## src/core/hlis_pkg.sv

```systemverilog
package hlis_pkg;
	localparam logic [15:0] ADDR_CTRL2_IRQ_ENABLE = 16'h0b17;
	localparam logic [15:0] ADDR_CTRL3_EVENT_STATUS = 16'h0b26;
	localparam int BIT_CHECK_ERR = 2;
	localparam int BIT_ABORT = 1;
	localparam int BIT_IDLE = 0;
	localparam int BIT_MSG_KIND = 7;
	localparam int BIT_TX_START = 6;
	localparam int BIT_RX_START = 5;
	localparam int BIT_TX_END = 4;
	localparam int BIT_RX_END = 3;
	localparam logic [2:0] ENABLE_MASK = 3'h7;
	localparam logic [2:0] ENABLE_RESET = 3'h0;
	localparam logic [7:0] STATUS_RESET = 8'h00;
	localparam logic [7:0] IDLE_OCTET = 8'h7e;
	localparam logic [2:0] ABORT_ONES = 3'h7;
	localparam logic [2:0] ONES_PRE_ABORT = 3'h6;
	localparam logic [2:0] ONES_ZERO = 3'h0;
	localparam logic [7:0] SHIFT_RESET = 8'h00;
endpackage : hlis_pkg

```

## src/core/hlis_line_watch.sv

```systemverilog
`timescale 1ns/1ns
module hlis_line_watch
	import hlis_pkg::*;
(
	input wire logic clk,
	input wire logic sys_rst,
	input wire logic bitValid,
	input wire logic bitIn,
	output logic abortSeen,
	output logic idleSeen
);
	typedef struct packed {
		logic [7:0] shift;
		logic [2:0] ones;
		logic abortSeen;
		logic idleSeen;
	} hlis_watch_t;
	hlis_watch_t st_reg;
	hlis_watch_t st_next;
	always_comb begin
		st_next = st_reg;
		st_next.abortSeen = 1'b0;
		st_next.idleSeen = 1'b0;
		if (bitValid) begin
			st_next.shift = {st_reg.shift[6:0], bitIn};
			// seven ones abort
			if (!bitIn) begin
				st_next.ones = ONES_ZERO;
			end else if (st_reg.ones == ONES_PRE_ABORT) begin
				st_next.ones = ABORT_ONES;
				st_next.abortSeen = 1'b1;
			end else if (st_reg.ones != ABORT_ONES) begin
				st_next.ones = 3'(st_reg.ones + 3'h1);
			end
			if ({st_reg.shift[6:0], bitIn} == IDLE_OCTET) begin
				st_next.idleSeen = 1'b1;
			end
		end
	end
	always_ff @(posedge clk) begin
		if (sys_rst) begin
			st_reg <= '{SHIFT_RESET, ONES_ZERO, 1'b0, 1'b0};
		end else begin
			st_reg <= st_next;
		end
	end
	assign abortSeen = st_reg.abortSeen;
	assign idleSeen = st_reg.idleSeen;
	// abort after seven ones
	chk_abort_seven: assert property (
		@(posedge clk) disable iff (sys_rst)
		(bitValid && bitIn && st_reg.ones == ONES_PRE_ABORT) |=> abortSeen)
		else $error("abort not flagged on seventh one");
	cover_abort: cover property (@(posedge clk) abortSeen);
endmodule : hlis_line_watch

```

## src/core/hlis_irq_status.sv

```systemverilog
`timescale 1ns/1ns
// Functional notes
// ctrl2 bit2 enables check error irq
// ctrl2 bit1 enables abort irq
// ctrl2 bit0 enables idle flag irq
// abort is seven consecutive ones
// status bit7 gives message kind
// bit6 set on transmit start
// host refills buffer after transmit start
// bit5 set on receive start
// bit4 set on transmit end
// host loads next buffer before end
// bit3 set on receive end/full
// bit2 set on check error
// bit1 set on abort
// bit0 set on idle octet
// host reads idle plus end as done
// flags clear on read, reset zero
// irq while enabled flag set
module hlis_irq_status
	import hlis_pkg::*;
(
	input wire logic clk,
	input wire logic sys_rst,
	input wire logic [15:0] hostAddr,
	input wire logic [7:0] hostWrData,
	input wire logic hostWrEn,
	input wire logic hostRdEn,
	output logic [7:0] hostRdData,
	input wire logic ctrl2RxBitValid,
	input wire logic ctrl2RxBit,
	input wire logic ctrl2CheckError,
	input wire logic ctrl3RxBitValid,
	input wire logic ctrl3RxBit,
	input wire logic ctrl3MessageOriented,
	input wire logic ctrl3TxStart,
	input wire logic ctrl3RxStart,
	input wire logic ctrl3TxEnd,
	input wire logic ctrl3RxEnd,
	input wire logic ctrl3RxBufferFull,
	input wire logic ctrl3CheckError,
	output logic irqReq
);
	typedef struct packed {
		logic [2:0] enable;
		logic [2:0] ctrl2Pend;
		logic [7:0] status;
		logic [7:0] rdData;
		logic irq;
	} hlis_state_t;
	hlis_state_t st_reg;
	hlis_state_t st_next;
	logic ctrl2Abort;
	logic ctrl2Idle;
	logic ctrl3Abort;
	logic ctrl3Idle;
	logic [7:0] setEv;
	logic [2:0] ctrl2Ev;
	logic rdStatus;
	logic rdEnable;
	logic wrEnable;

	hlis_line_watch watch2 (
		.clk(clk),
		.sys_rst(sys_rst),
		.bitValid(ctrl2RxBitValid),
		.bitIn(ctrl2RxBit),
		.abortSeen(ctrl2Abort),
		.idleSeen(ctrl2Idle)
	);
	hlis_line_watch watch3 (
		.clk(clk),
		.sys_rst(sys_rst),
		.bitValid(ctrl3RxBitValid),
		.bitIn(ctrl3RxBit),
		.abortSeen(ctrl3Abort),
		.idleSeen(ctrl3Idle)
	);

	always_comb begin
		rdStatus = hostRdEn && hostAddr == ADDR_CTRL3_EVENT_STATUS;
		rdEnable = hostRdEn && hostAddr == ADDR_CTRL2_IRQ_ENABLE;
		wrEnable = hostWrEn && hostAddr == ADDR_CTRL2_IRQ_ENABLE;
		setEv = STATUS_RESET;
		// transmit start
		setEv[BIT_TX_START] = ctrl3TxStart;
		// receive start
		setEv[BIT_RX_START] = ctrl3RxStart;
		// transmit end
		setEv[BIT_TX_END] = ctrl3TxEnd;
		// end or full
		setEv[BIT_RX_END] = ctrl3RxEnd || ctrl3RxBufferFull;
		// check error
		setEv[BIT_CHECK_ERR] = ctrl3CheckError;
		// abort detected
		setEv[BIT_ABORT] = ctrl3Abort;
		// idle octet
		setEv[BIT_IDLE] = ctrl3Idle;
		ctrl2Ev = 3'h0;
		// check error event
		ctrl2Ev[BIT_CHECK_ERR] = ctrl2CheckError;
		// abort event
		ctrl2Ev[BIT_ABORT] = ctrl2Abort;
		// idle octet event
		ctrl2Ev[BIT_IDLE] = ctrl2Idle;
		st_next = st_reg;
		if (wrEnable) begin
			st_next.enable = hostWrData[2:0] & ENABLE_MASK;
		end
		// clear on read, set wins
		if (rdStatus) begin
			st_next.status[6:0] = setEv[6:0];
		end else begin
			st_next.status[6:0] = st_reg.status[6:0] | setEv[6:0];
		end
		// message kind live
		st_next.status[BIT_MSG_KIND] = ctrl3MessageOriented;
		// pending cleared on enable read
		if (rdEnable) begin
			st_next.ctrl2Pend = ctrl2Ev;
		end else begin
			st_next.ctrl2Pend = st_reg.ctrl2Pend | ctrl2Ev;
		end
		if (rdStatus) begin
			st_next.rdData = st_reg.status;
		end else if (rdEnable) begin
			st_next.rdData = {5'h00, st_reg.enable};
		end else begin
			st_next.rdData = 8'h00;
		end
		// irq gated by enables
		st_next.irq = |(st_next.ctrl2Pend & st_next.enable);
	end

	always_ff @(posedge clk) begin
		if (sys_rst) begin
			st_reg <= '{ENABLE_RESET, ENABLE_RESET, STATUS_RESET,
				STATUS_RESET, 1'b0};
		end else begin
			st_reg <= st_next;
		end
	end
	assign hostRdData = st_reg.rdData;
	assign irqReq = st_reg.irq;

	// irq tracks enabled pending
	chk_irq_gate: assert property (
		@(posedge clk) disable iff (sys_rst)
		irqReq == |(st_reg.ctrl2Pend & st_reg.enable))
		else $error("irq does not match pending and enable");
	// check error raises irq
	chk_check_irq: assert property (
		@(posedge clk) disable iff (sys_rst)
		(ctrl2CheckError && st_next.enable[BIT_CHECK_ERR]) |=> irqReq)
		else $error("check error irq missing");
	// irq blocked when off
	chk_abort_off: assert property (
		@(posedge clk) disable iff (sys_rst)
		(st_reg.enable == 3'h0 && !wrEnable) |=> !irqReq)
		else $error("irq with enables off");
	// abort raises irq
	chk_abort_irq: assert property (
		@(posedge clk) disable iff (sys_rst)
		(ctrl2Abort && st_next.enable[BIT_ABORT]) |=> irqReq)
		else $error("abort irq missing");
	// idle irq enabled
	chk_idle_irq: assert property (
		@(posedge clk) disable iff (sys_rst)
		(ctrl2Idle && st_next.enable[BIT_IDLE]) |=> irqReq)
		else $error("idle irq missing");
	// enable write lands
	chk_enable_write: assert property (
		@(posedge clk) disable iff (sys_rst)
		wrEnable |=> st_reg.enable == $past(hostWrData[2:0]))
		else $error("enable write lost");
	// tx start sets flag
	chk_tx_start: assert property (
		@(posedge clk) disable iff (sys_rst)
		ctrl3TxStart |=> st_reg.status[BIT_TX_START])
		else $error("transmit start flag not set");
	// rx start sets flag
	chk_rx_start: assert property (
		@(posedge clk) disable iff (sys_rst)
		ctrl3RxStart |=> st_reg.status[BIT_RX_START])
		else $error("receive start flag not set");
	// tx end sets flag
	chk_tx_end: assert property (
		@(posedge clk) disable iff (sys_rst)
		ctrl3TxEnd |=> st_reg.status[BIT_TX_END])
		else $error("transmit end flag not set");
	// full sets end flag
	chk_rx_end: assert property (
		@(posedge clk) disable iff (sys_rst)
		(ctrl3RxEnd || ctrl3RxBufferFull) |=> st_reg.status[BIT_RX_END])
		else $error("receive end flag not set");
	// check error sets flag
	chk_check_flag: assert property (
		@(posedge clk) disable iff (sys_rst)
		ctrl3CheckError |=> st_reg.status[BIT_CHECK_ERR])
		else $error("check error flag not set");
	// abort sets flag
	chk_abort_flag: assert property (
		@(posedge clk) disable iff (sys_rst)
		ctrl3Abort |=> st_reg.status[BIT_ABORT])
		else $error("abort flag not set");
	// idle octet sets flag
	chk_idle_flag: assert property (
		@(posedge clk) disable iff (sys_rst)
		ctrl3Idle |=> st_reg.status[BIT_IDLE])
		else $error("idle flag not set");
	// read clears flags
	chk_read_clear: assert property (
		@(posedge clk) disable iff (sys_rst)
		(rdStatus && setEv == 8'h00) |=> st_reg.status[6:0] == 7'h00)
		else $error("flags not cleared by read");
	// set wins over read
	chk_set_wins: assert property (
		@(posedge clk) disable iff (sys_rst)
		(rdStatus && setEv[6:0] != 7'h00)
			|=> st_reg.status[6:0] == $past(setEv[6:0]))
		else $error("event lost on read");
	// flags held until read
	chk_flag_hold: assert property (
		@(posedge clk) disable iff (sys_rst)
		!rdStatus |=> (st_reg.status[6:0] & $past(st_reg.status[6:0]))
			== $past(st_reg.status[6:0]))
		else $error("flag lost without read");
	// read returns old status
	chk_read_data: assert property (
		@(posedge clk) disable iff (sys_rst)
		rdStatus |=> hostRdData == $past(st_reg.status))
		else $error("status read data wrong");
	// message kind follows input
	chk_msg_kind: assert property (
		@(posedge clk) disable iff (sys_rst)
		1'b1 |=> st_reg.status[BIT_MSG_KIND] == $past(ctrl3MessageOriented))
		else $error("message kind wrong");
	// irq drops once cleared
	chk_irq_drop: assert property (
		@(posedge clk) disable iff (sys_rst)
		(rdEnable && ctrl2Ev == 3'h0) |=> !irqReq)
		else $error("irq stays after pending cleared");
	cover_irq: cover property (@(posedge clk) irqReq);
	cover_read: cover property (@(posedge clk) rdStatus && st_reg.status != 8'h00);
	cover_set_clear: cover property (@(posedge clk) rdStatus && setEv != 8'h00);
endmodule : hlis_irq_status

```

## config.mk

```make
export PLATFORM = sky130hd
export DESIGN_NAME = hlis_irq_status
export DESIGN_NICKNAME = d
export VERILOG_FILES = /design/src/core/hlis_pkg.sv /design/src/core/hlis_line_watch.sv /design/src/core/hlis_irq_status.sv
export SDC_FILE = /design/constraint.sdc
export NUM_CORES = 1
export LEC_CHECK = 0
export BUFFER_PORTS_ARGS = -buffer_cell sky130_fd_sc_hd__buf_2
export CORE_MARGIN = 4
export CORE_UTILIZATION = 46
export CTS_CLUSTER_SIZE = 25
export DETAILED_ROUTE_END_ITERATION = 6
export GPL_ROUTABILITY_DRIVEN = 0
export PLACE_DENSITY = 0.76
export SLEW_MARGIN = 10
export SYNTH_ARGS = -nofsm -noshare
export SYNTH_HDL_FRONTEND = slang
export SYNTH_SLANG_ARGS = --single-unit
```

## constraint.sdc

```tcl
create_clock -name clk -period 2.2 [get_ports clk]
set_input_delay 0.11 -clock clk [delete_from_list [all_inputs] [get_ports clk]]
set_output_delay 0.11 -clock clk [all_outputs]
set_load 0.005 [all_outputs]
```

==> Word-level counts from Yosys, hierarchy flattened <==
Cells that the tools add are included.
{ "word_totals": {"regBits": 47, "input_bits": 40, "out_inout_bits": 9} }
{ "op_classes": {"addsub": 2, "eq_ne": 10, "n_mux": 15, "n_bitwise": 7, "reduce_logical": 11} }
{ "op_table": {"columns": ["operator", "n"], "rows": [
  ["equality test 16 x 12 -> 1 bit, second input constant", 2],
  ["two-way mux 3 bit", 9],
  ["equality test 8 x 7 -> 1 bit, second input constant", 2],
  ["OR reduction 3 bit", 3],
  ["two-way mux 8 bit", 1],
  ["two-way mux 7 bit", 1],
  ["OR 7 bit", 1],
  ["adder 3 x 1 -> 3 bit, second input constant", 2],
  ["equality test 3 bit, second input constant", 2],
  ["inequality test 3 x 1 -> 1 bit, second input constant", 2],
  ["inequality test 3 bit, second input constant", 2],
  ["two-way mux 1 bit", 4],
  ["inverter 1 bit", 4],
  ["AND reduction 2 bit", 2],
  ["OR reduction 2 bit", 2],
  ["AND 3 bit", 1],
  ["logical AND 1 bit", 3],
  ["OR 3 bit", 1],
  ["logical OR 1 bit", 1]
]} }

==> Longest topological paths before layout <==
Gate-level depths: netlist of run 1.
{ "logic_depth": {"depth_word": 5, "mapped_depth": 7, "depth_no_buf": 7} }

==> Cells and area by module <==
A second synthesis of run 1 with hierarchy kept.
{ "unflattened": {"hier_cells": 203, "area_unflattened_um2": 2008.2} }
{ "modules_own_cells": {"columns": ["module", "instances", "cells_each", "area_each_um2", "seq_area_each_um2"], "rows": [
  ["hlis_line_watch", 2, 52, 533.0, 240.2],
  ["hlis_irq_status", 1, 99, 942.2, 460.4]
]} }

==> Least setup slack after synthesis of run 1 <==
OpenSTA, ideal clock, no wires.
{ "synth_path": {"kind": "input-to-reg", "start": "input port hostAddr[13]", "end": "register st_reg, in the netlist irqReq", "t_arrival_ns": 1.967, "t_required_ns": 2.078, "setup_slack_ns": 0.111, "cell_stages": 6, "path_buffers": 1, "cell_sequence": "or4b_1 > or3_1 > buf_2 > nor3_1 > mux2_2 > a221o_1"} }
{ "synth_via": {"elab_chain_len": 5, "word_cells_on_any_way": 7, "cone_classes": "eq/ne: 1; mux: 2; bitwise: 1; reduce/logical: 3"} }
{ "synth_lines": {"columns": ["item", "line", "rtl"], "rows": [
  ["start: declaration", "hlis_irq_status.sv:25", "input wire logic [15:0] hostAddr,"],
  ["equality test 16 x 12 -> 1 bit (*)", "hlis_irq_status.sv:82, hlis_irq_status.sv:83", null],
  ["logical AND 1 bit (on tied branches)", "hlis_irq_status.sv:82, hlis_irq_status.sv:83", null],
  ["two-way mux 3 bit (on tied branches)", "hlis_irq_status.sv:119, hlis_irq_status.sv:107", null],
  ["AND 3 bit (*)", "hlis_irq_status.sv:132", "st_next.irq = |(st_next.ctrl2Pend & st_next.enable);"],
  ["OR reduction 3 bit (*)", "hlis_irq_status.sv:132", null],
  ["end signal: assignment", "hlis_irq_status.sv:137", "st_reg <= '{ENABLE_RESET, ENABLE_RESET, STATUS_RESET,"],
  ["end signal: assignment", "hlis_irq_status.sv:140", "st_reg <= st_next;"],
  ["end: declaration", "hlis_irq_status.sv:51", "hlis_state_t st_reg;"]
]} }
Every way passes the cells marked *; elsewhere a longest branch is shown, timed or not.
A chain may end at the register's enable or synchronous reset.

==> Worst setup path in the final report of run 1 <==
Same ends and word-level chain as after synthesis.

==> out/results.ini, run 1 <==
[synthesis]
synth.yosys.warnings = 0
synth_area_leader = sky130_fd_sc_hd__dfxtp_1
synth_common_cells = 47 x sky130_fd_sc_hd__dfxtp_1, 32 x sky130_fd_sc_hd__nor2_1, 14 x sky130_fd_sc_hd__a21oi_1, 14 x sky130_fd_sc_hd__mux2i_1, 8 x sky130_fd_sc_hd__buf_4
synth.ff_latch_count = 47
synth_ff_type = sky130_fd_sc_hd__dfxtp_1
top_area_cell_type_share_of_the_netlist_area = 0.495
post_synth_main_area_contributors = sky130_fd_sc_hd__dfxtp_1 50%, sky130_fd_sc_hd__mux2i_1 7.4%, sky130_fd_sc_hd__nor2_1 6.3%, sky130_fd_sc_hd__ha_1 4.0%, sky130_fd_sc_hd__a21oi_1 3.7%
synth_nets = 241
syn-mean-instance-area_um2 = 9.74
ys_async_sr_fraction = 0
mappedNetlistArea_um2 = 1900
synth_most_common_cell = sky130_fd_sc_hd__dfxtp_1
synth_cell_types = 37
synth-edff-count = 0
post_synth_inst_count = 195
ys_seq_area_frac = 0.495

[global_routing]
largest_net_degree_at_the_start_of_global_routing = 32
antenna_found_initial = 0
grt-ovfl-total = 0
via_count_of_the_first_global_routing_pass = 1295
overall_fraction_of_global_route_tracks_in_use = 0.139
first_pass_grt_wire_length_um = 5680

[timing]
layout_worst_path_cycle_share = 0.865
maximum_clock_rate_ghz = 0.525
final_max_slew_viols = 0
clock-skew-final_ns = 0.0111
worst_hold_slack_ns = 0.0192
grt_setup_unrepaired = false
finalHoldViolations = 0
tightest_slew_ns = 0.540
post-route-worst-setup-slack_ns = 0.296
setup_viol = 0
finalCriticalPeriod_ns = 1.90
finalSetupTns_ns = 0
relSlewSlack = 0.636

[clock_network]
cts.htree.levels = 2
cts_buffer_depth = 2
cts_tree = yes
cts_buffers = 5
clk_transition_reported_paths_ns = 0.09
cts_resized = 0
postCtsSetupRepairBufs = 0
ctsRootBufferMaster = sky130_fd_sc_hd__clkbuf_8
cts_sinks = 47
clock_latency_ns = 0.29
postCtsHoldBufs = 0

[cells_and_area]
final_net_count = 278
postLayoutCoreUtil = 0.548
largest_register_ff_count = 14
layout-area-overhead-vs-synth_pct = 15.5
post_route_cells_drive_above_1_share = 0.266
fillCellCount = 371
antenna_cells_inserted = 0

[critical_path]
rr_startpoint = watch2.st_reg[2]
worst_ep_required_time_ns = 2.38
cp.arrival_ns = 2.08
critical-path-top-delay-family = simple AND/OR/NAND/NOR gates
crit_path_cell_trace = buf_2, or4b_1, or3_1, nor3_1, mux2_2, a221o_1
worst_setup_path_start_kind = primary input
critical_path.slowest_cell = sky130_fd_sc_hd__or4b_1
crit_path_max_fanout = 3
end_kind = flip-flop
crit_start = hostAddr[13]
timing.setup.critical_path_class = in -> reg
path_buf_inv = 1
critical-path-max-stage-delay_ns = 0.55

[pwr]
vdd_drop_max_v = 0.000291
total_leakage_power_nw = 0.960
power_density_nw_per_um2 = 666

[routing]
route.detailed.vias_per_inst = 4.94
drt_iter0_markers = 57
avgRoutedWirePerCell_um = 11.6
wl_um = 3280
antenna_left = 0
first_pass_iters = 4
num_vias = 1398
post-route-drc-count = 0

[placement]
dp.final_hpwl_um = 2430
port_buffers = 43
pre_cts_slack_ns = -0.0104

[floorplan]
die_area_um2 = 5220
die_y_um = 72.3
placementRows = 23
io-pin-count = 49
fp.dieW_um = 72.3
core-area_um2 = 4000
start_util = 0.475

[flow_run]
max_cap_viol_count = 0

[hold_path]
worstHoldStart = ctrl3MessageOriented
holdCritPathClass = in -> reg

[status]
outcome = finished clean

cell type report:
type	count	area [µm²]	share of cell area
Clock buffer	6	72.6	0.0331
Clock inverter	2	12.5	0.00570
Inverter	6	22.5	0.0103
Multi-Input combinational cell	126	845	0.385
Sequential cell	47	941	0.429
Tap cell	50	62.6	0.0285
Timing Repair Buffer	46	238	0.108
logic make-up after synthesis:
group | share of synthesized area
AOI/OAI and AO/OA | 0.108
and+or+nand+nor | 0.211
buffers and inverters | 0.0599
adders and majority gates | 0.0395
DFF | 0.495
muxes | 0.0856
final timing paths:
kind / end / slack (ns) / cells past startpoint
hold / removal: st_reg[16] / 0.02 / 2
hold reg to reg: hostRdData[7] / 0.43 / 1
setup reg to reg: watch2.st_reg[2] / 0.53 / 7
setup / recovery: irqReq / 0.30 / 6
power breakdown:
| group | total (mW) | internal [mW] | switching, mW |
|---|---|---|---|
| Clock | 0.490 | 0.222 | 0.267 |
| Combinational | 0.0957 | 0.0481 | 0.0476 |
| Sequential | 0.877 | 0.867 | 0.00948 |
| Total | 1.46 | 1.14 | 0.325 |
per-stage QoR:
step	cell area (µm²)	power, mW	cells
6_report	2190	1.46	283
5_1_grt	2190	1.53	283
4_1_cts	2190	1.48	283
3_5_place_dp	2110	0.994	275
3_3_place_gp	2110	0.990	275
2_1_floorplan	1900	0.949	195
layer usage:
layer	vias to the layer above	global-route usage	share of wire
met5	-	0	0
met4	0	0.0752	0.017
met3	5	0.0429	0.069
met2	28	0.215	0.46
met1	623	0.171	0.45
li1	742	-	-
worst register-to-register path: cells and delay by family (launching register included):
family / cells / cell delay [ns]
compound gates: 2 / 0.59
fa+ha+maj: 1 / 0.18
buf+inv: 1 / 0.06
flops: 1 / 0.38
simple gates: 3 / 0.33
layout by cell type, fill, tap and decap left out, drive strengths merged, types with 4 or more instances in the layout:
cell    instances
clkbuf          6
nand4b          5
a22oi           4
buf            46
o21ai           6
nor2b           4
and2            6
nor2           32
ha              6
nand2           7
mux2i          14
dfxtp          47
a21oi          14
inv             6
(Power assumes the default switching activity.)
==> inputs of run 2 (changes only) <==
--- a/config.mk
+++ b/config.mk
@@ -5,7 +5,7 @@
 export SDC_FILE = /design/constraint.sdc
 export NUM_CORES = 1
 export LEC_CHECK = 0
-export BUFFER_PORTS_ARGS = -buffer_cell sky130_fd_sc_hd__buf_2
+export BUFFER_PORTS_ARGS = -buffer_cell sky130_fd_sc_hd__buf_4
 export CORE_MARGIN = 4
 export CORE_UTILIZATION = 46
 export CTS_CLUSTER_SIZE = 25
==> run 2 against run 1 <==
  * Clock skew barely moved
  * Setup slack improved by 0.021 ns
  * Sequential power about the same
  * Combinational power up 18%
  * Die area stayed put
  * Core utilization rose by 3.5 points
  * Routed wire length grew 3.7%
==> out/results.ini, run 2 (synthesis results as in run 1) <==
[status]
outcome = finished clean

[cells_and_area]
ff_latch_area_um2 = 941  ; unchanged
antenna_cells_inserted = 0  ; unchanged
final_net_count = 278  ; unchanged
post_route_cells_drive_above_1_share = 0.266  ; unchanged
post_layout_nonfiller_instances = 283  ; unchanged
final_design_area_no_fill_um2 = 2330  ; +6.4%
multi_input_combinational_cell_area_um2 = 845  ; unchanged
layout.cells.most_common = sky130_fd_sc_hd__dfxtp_1
largest_register_ff_count = 14  ; unchanged
fillCellCount = 353  ; -4.9%
commonest_cells_after_routing_fill_and_taps_aside = 47 x sky130_fd_sc_hd__dfxtp_1, 45 x sky130_fd_sc_hd__buf_4, 32 x sky130_fd_sc_hd__nor2_1
layout-area-overhead-vs-synth_pct = 22.9
postLayoutCoreUtil = 0.583  ; +0.0350

[critical_path]
most_prevalent_standard_cell_on_the_critical_path = sky130_fd_sc_hd__buf_4
crit_path_max_fanout = 6  ; +3
worst_setup_path_start_kind = primary input
critical_path.slowest_cell = sky130_fd_sc_hd__or4b_1
end_kind = flip-flop
path_buf_inv = 2  ; +1
worst_ep_required_time_ns = 2.45  ; +0.07 ns
r2r_cells = 7  ; unchanged
timing.setup.critical_path_class = in -> reg
crit_path_cell_trace = buf_4, or4b_1, or3_1, buf_4, or4_4, a221oi_2, a221o_1
rr_endpoint = watch2.st_reg[2]
critical-path-max-stage-delay_ns = 0.55  ; about the same
cp.arrival_ns = 2.13  ; +0.05 ns
r2r_slack_ns = 0.52  ; about the same
rr_startpoint = watch2.st_reg[2]
critical-path-top-delay-family = simple AND/OR/NAND/NOR gates

[clock_network]
cts_sinks = 47  ; unchanged
clk_transition_reported_paths_ns = 0.09  ; about the same
cts_buffers = 5  ; unchanged
clock_latency_ns = 0.30  ; about the same
cts_tree = yes
ctsRootBufferMaster = sky130_fd_sc_hd__clkbuf_8
cts_resized = 0  ; unchanged
cts.htree.levels = 2  ; unchanged
cts_buffer_depth = 2  ; unchanged
postCtsSetupRepairBufs = 0  ; unchanged

[placement]
dp.final_hpwl_um = 2460  ; +1.3%
dp.cells = 274  ; -0.36%
port_buffers = 43  ; unchanged
pre_cts_slack_ns = 0.0143  ; +0.0247 ns
placedInstanceArea_um2 = 2210  ; +4.7%

[timing]
tightest_slew_ns = 0.518  ; -0.0216 ns
setup_viol = 0  ; unchanged
layout_worst_path_cycle_share = 0.856  ; -0.00958
post-route-worst-setup-slack_ns = 0.317  ; +0.0211 ns
clock-skew-final_ns = 0.0112  ; +0.0000738 ns
finalHoldViolations = 0  ; unchanged
grt_setup_unrepaired = false
finalCriticalPeriod_ns = 1.88  ; -0.0211 ns
maximum_clock_rate_ghz = 0.531  ; +1.1%
final_max_slew_viols = 0  ; unchanged
relSlewSlack = 0.651  ; +0.0145
finalSetupTns_ns = 0  ; unchanged

[floorplan]
die_area_um2 = 5220  ; unchanged
io-pin-count = 49  ; unchanged
start_util = 0.475  ; unchanged
core-area_um2 = 4000  ; unchanged
fp.dieW_um = 72.3  ; unchanged
placementRows = 23  ; unchanged
die_y_um = 72.3  ; unchanged

[hold_path]
timing.hold.worst_endpoint = st_reg[14]
worstHoldStart = ctrl3RxStart
holdCritPathClass = in -> reg
hold_path_depth = 3  ; +1

[pwr]
vdd_drop_max_v = 0.000311  ; +6.9%
power_density_nw_per_um2 = 699  ; +4.9%
total_leakage_power_nw = 1.00  ; +4.3%

[routing]
route.detailed.vias_per_inst = 5.07  ; +2.6%
first_pass_iters = 4  ; unchanged
post-route-drc-count = 0  ; unchanged
wl_um = 3400  ; +3.7%
drt_iter0_markers = 30  ; -47%
avgRoutedWirePerCell_um = 12.0  ; +3.7%
antenna_left = 0  ; unchanged
num_vias = 1435  ; +2.6%

[global_routing]
largest_net_degree_at_the_start_of_global_routing = 44  ; +38%
antenna_found_initial = 0  ; unchanged
grt-ovfl-total = 0  ; unchanged
overall_fraction_of_global_route_tracks_in_use = 0.143  ; +0.00398
via_count_of_the_first_global_routing_pass = 1414  ; +9.2%
first_pass_grt_wire_length_um = 5900  ; +3.9%

[flow_run]
max_cap_viol_count = 0  ; unchanged

[run 2: layout make-up]
type,instances,area share
Timing Repair Buffer,46,0.149
Clock inverter,3,0.0198
Sequential cell,47,0.403
Inverter,6,0.00965
Tap cell,50,0.0268
Multi-Input combinational cell,126,0.362
Clock buffer,5,0.0295
[run 2: tightest hold or removal path, delay by kind of cell]
family | cells | cell delay [ns]
buffers and inverters | 1 | 0.08
and+or+nand+nor | 1 | 0.07
AOI/OAI and AO/OA | 1 | 0.03
[run 2: routing by layer]
layer	routed length [µm]	global-route usage
met2	1570	0.249
met5	0	0
met4	57	0.0564
met1	1530	0.158
met3	247	0.0485
[run 2: where the power goes]
group	internal [mW]	total, mW	switching (mW)
clock	0.342	0.642	0.300
sequential	0.867	0.877	0.0100
combinational	0.0651	0.113	0.0478
total	1.27	1.63	0.357
[run 2: worst max-delay path by stage]
stage                      start      to  cells past startpoint
finish              hostAddr[13]  irqReq                      7
global route        hostAddr[13]  irqReq                      7
CTS                 hostAddr[13]  irqReq                      7
detailed placement  hostAddr[13]  irqReq                      7
global placement    hostAddr[13]  irqReq                      7
floorplan           hostAddr[13]  irqReq                      6
[run 2: repair_timing]
item / in CTS / in global routing
endpoints found under the setup margin: 0 / 0
hold buffers: 1 / 0
hold endpoints to repair: 1 / 0
[run 2: stage by stage]
stage                     hold slack (ns)  power (mW)
after detailed placement            0.320        1.01
after CTS                         0.00613        1.65
final                              0.0132        1.63
after floorplan                     0.186       0.949
after global routing              0.00415        1.70
after global placement              0.316        1.01
==> inputs of run 3 (changes only) <==
--- a/config.mk
+++ b/config.mk
@@ -11,7 +11,7 @@
 export CTS_CLUSTER_SIZE = 25
 export DETAILED_ROUTE_END_ITERATION = 6
 export GPL_ROUTABILITY_DRIVEN = 0
-export PLACE_DENSITY = 0.76
+export PLACE_DENSITY = 0.79
 export SLEW_MARGIN = 10
 export SYNTH_ARGS = -nofsm -noshare
 export SYNTH_HDL_FRONTEND = slang
==> run 3 against run 2 <==
  * Count of clock-buffer cells in the layout unchanged
  * Sequential share of layout area decreased by 0.15 points
  * Largest power group unchanged
  * Via count is 0.63% higher
  * Total power shrank 0.45%
  * Clock skew grew 0.0021 ns
  * Setup slack got worse by 0.0047 ns
  * Routed wire length grew 0.76%
==> out/results.ini, run 3 (synthesis results as in run 1) <==
[critical_path]
r2r_cells = 7  ; unchanged
crit_path_max_fanout = 5  ; -1
timing.setup.critical_path_class = in -> reg
crit_start = hostAddr[13]
rr_startpoint = watch2.st_reg[2]
end_kind = flip-flop
worst_ep_required_time_ns = 2.44  ; about the same
cp.arrival_ns = 2.12  ; about the same
worst_setup_path_start_kind = primary input
r2r_slack_ns = 0.52  ; about the same
rr_endpoint = watch2.st_reg[2]

[timing]
finalHoldViolations = 0  ; unchanged
tightest_slew_ns = 0.575  ; +0.0563 ns
relSlewSlack = 0.613  ; -0.0379
layout_worst_path_cycle_share = 0.858  ; +0.00214
final_max_slew_viols = 0  ; unchanged
finalSetupTns_ns = 0  ; unchanged
grt_setup_unrepaired = false
post-route-worst-setup-slack_ns = 0.312  ; -0.00471 ns
clock-skew-final_ns = 0.0132  ; +0.00206 ns
setup_viol = 0  ; unchanged
maximum_clock_rate_ghz = 0.530  ; -0.25%
finalCriticalPeriod_ns = 1.89  ; +0.00471 ns

[cells_and_area]
largest_register_ff_count = 14  ; unchanged
ff_latch_area_um2 = 941  ; unchanged
layout.cells.most_common = sky130_fd_sc_hd__dfxtp_1
post_route_cells_drive_above_1_share = 0.269  ; +0.00314
postLayoutCoreUtil = 0.586  ; +0.00219
layout-area-overhead-vs-synth_pct = 23.3
final_net_count = 279  ; +0.36%
antenna_cells_inserted = 0  ; unchanged
commonest_cells_after_routing_fill_and_taps_aside = 47 x sky130_fd_sc_hd__dfxtp_1, 46 x sky130_fd_sc_hd__buf_4, 32 x sky130_fd_sc_hd__nor2_1
multi_input_combinational_cell_area_um2 = 845  ; unchanged
fillCellCount = 345  ; -2.3%

[global_routing]
overall_fraction_of_global_route_tracks_in_use = 0.143  ; +0.000166
via_count_of_the_first_global_routing_pass = 1426  ; +0.85%
grt-ovfl-total = 0  ; unchanged
largest_net_degree_at_the_start_of_global_routing = 44  ; unchanged
first_pass_grt_wire_length_um = 5920  ; +0.36%
antenna_found_initial = 0  ; unchanged

[clock_network]
postCtsSetupRepairBufs = 0  ; unchanged
clk_transition_reported_paths_ns = 0.09  ; about the same
cts_sinks = 47  ; unchanged
cts.htree.levels = 2  ; unchanged
cts_resized = 0  ; unchanged
cts_buffer_depth = 2  ; unchanged
cts_tree = yes
postCtsHoldBufs = 1  ; unchanged
ctsRootBufferMaster = sky130_fd_sc_hd__clkbuf_8
clock_latency_ns = 0.30  ; about the same
cts_buffers = 5  ; unchanged

[routing]
wl_um = 3430  ; +0.76%
drt_iter0_markers = 50  ; +67%
first_pass_iters = 2  ; -2
num_vias = 1444  ; +0.63%
antenna_left = 0  ; unchanged
post-route-drc-count = 0  ; unchanged
avgRoutedWirePerCell_um = 12.1  ; +0.41%
route.detailed.vias_per_inst = 5.08  ; +0.27%

[floorplan]
die_area_um2 = 5220  ; unchanged
placementRows = 23  ; unchanged
die_y_um = 72.3  ; unchanged
fp.dieW_um = 72.3  ; unchanged
start_util = 0.475  ; unchanged
io-pin-count = 49  ; unchanged
core-area_um2 = 4000  ; unchanged

[hold_path]
holdCritPathClass = in -> reg
timing.hold.worst_endpoint = st_reg[12]
hold_path_depth = 3  ; unchanged
worstHoldStart = ctrl3RxEnd

[placement]
pre_cts_slack_ns = 0.0191  ; +0.00479 ns
port_buffers = 43  ; unchanged

[status]
outcome = finished clean

[pwr]
vdd_drop_max_v = 0.000349  ; +12%
total_leakage_power_nw = 1.01  ; +0.82%
power_density_nw_per_um2 = 694  ; -0.82%

[flow_run]
max_cap_viol_count = 0  ; unchanged

run 3: cell types whose count changed in the layout (fill, tap and decap cells not counted):
cell	change
sky130_fd_sc_hd__buf_4	+1
sky130_fd_sc_hd__clkinv_4	+1
sky130_fd_sc_hd__clkinvlp_4	-1
run 3: final cells by class:
| type | count | area share |
|---|---|---|
| Clock inverter | 3 | 0.0203 |
| Sequential cell | 47 | 0.402 |
| Multi-Input combinational cell | 126 | 0.361 |
| Tap cell | 50 | 0.0267 |
| Inverter | 6 | 0.00962 |
| Clock buffer | 5 | 0.0294 |
| Timing Repair Buffer | 47 | 0.152 |
run 3: worst max-delay path, cell delays in order:
cell and delay, ns:
sky130_fd_sc_hd__buf_4 0.10, sky130_fd_sc_hd__or4b_1 0.54, sky130_fd_sc_hd__or3_1 0.37, sky130_fd_sc_hd__buf_4 0.17, sky130_fd_sc_hd__or4_4 0.42, sky130_fd_sc_hd__a221oi_2 0.27, sky130_fd_sc_hd__a221o_1 0.14
run 3: layer usage:
metal  part of all wire  global-route usage  vias up  wire (µm)
met5                  0                   0        -          0
met4             0.0099              0.0564        0         34
met3              0.069              0.0388        4        238
met2               0.50               0.262       27       1720
met1               0.42               0.154      670       1440
li1                   -                   -      743          -
run 3: power by group:
part           switching [mW]  internal (mW)
Clock                   0.289          0.344
Sequential            0.00994          0.867
Combinational          0.0484         0.0657
Total                   0.347           1.28
run 3: worst max path at each step:
stage	to	slack, ns	cells after the start
after floorplan	irqReq	0.11	6
after global placement	irqReq	0.04	7
after detailed placement	irqReq	0.02	6
after CTS	irqReq	0.31	7
after global routing	irqReq	0.21	7
final	irqReq	0.31	7
run 3: per-stage QoR:
step                      instance area [µm²]  hold WS [ns]  instances  power (mW)
after floorplan                          1900         0.186        195       0.949
after global placement                   2220         0.316        275        1.01
after detailed placement                 2220         0.322        275        1.01
after CTS                                2340       0.00536        284        1.64
after global routing                     2340        0.0119        284        1.69
final                                    2340        0.0114        284        1.62
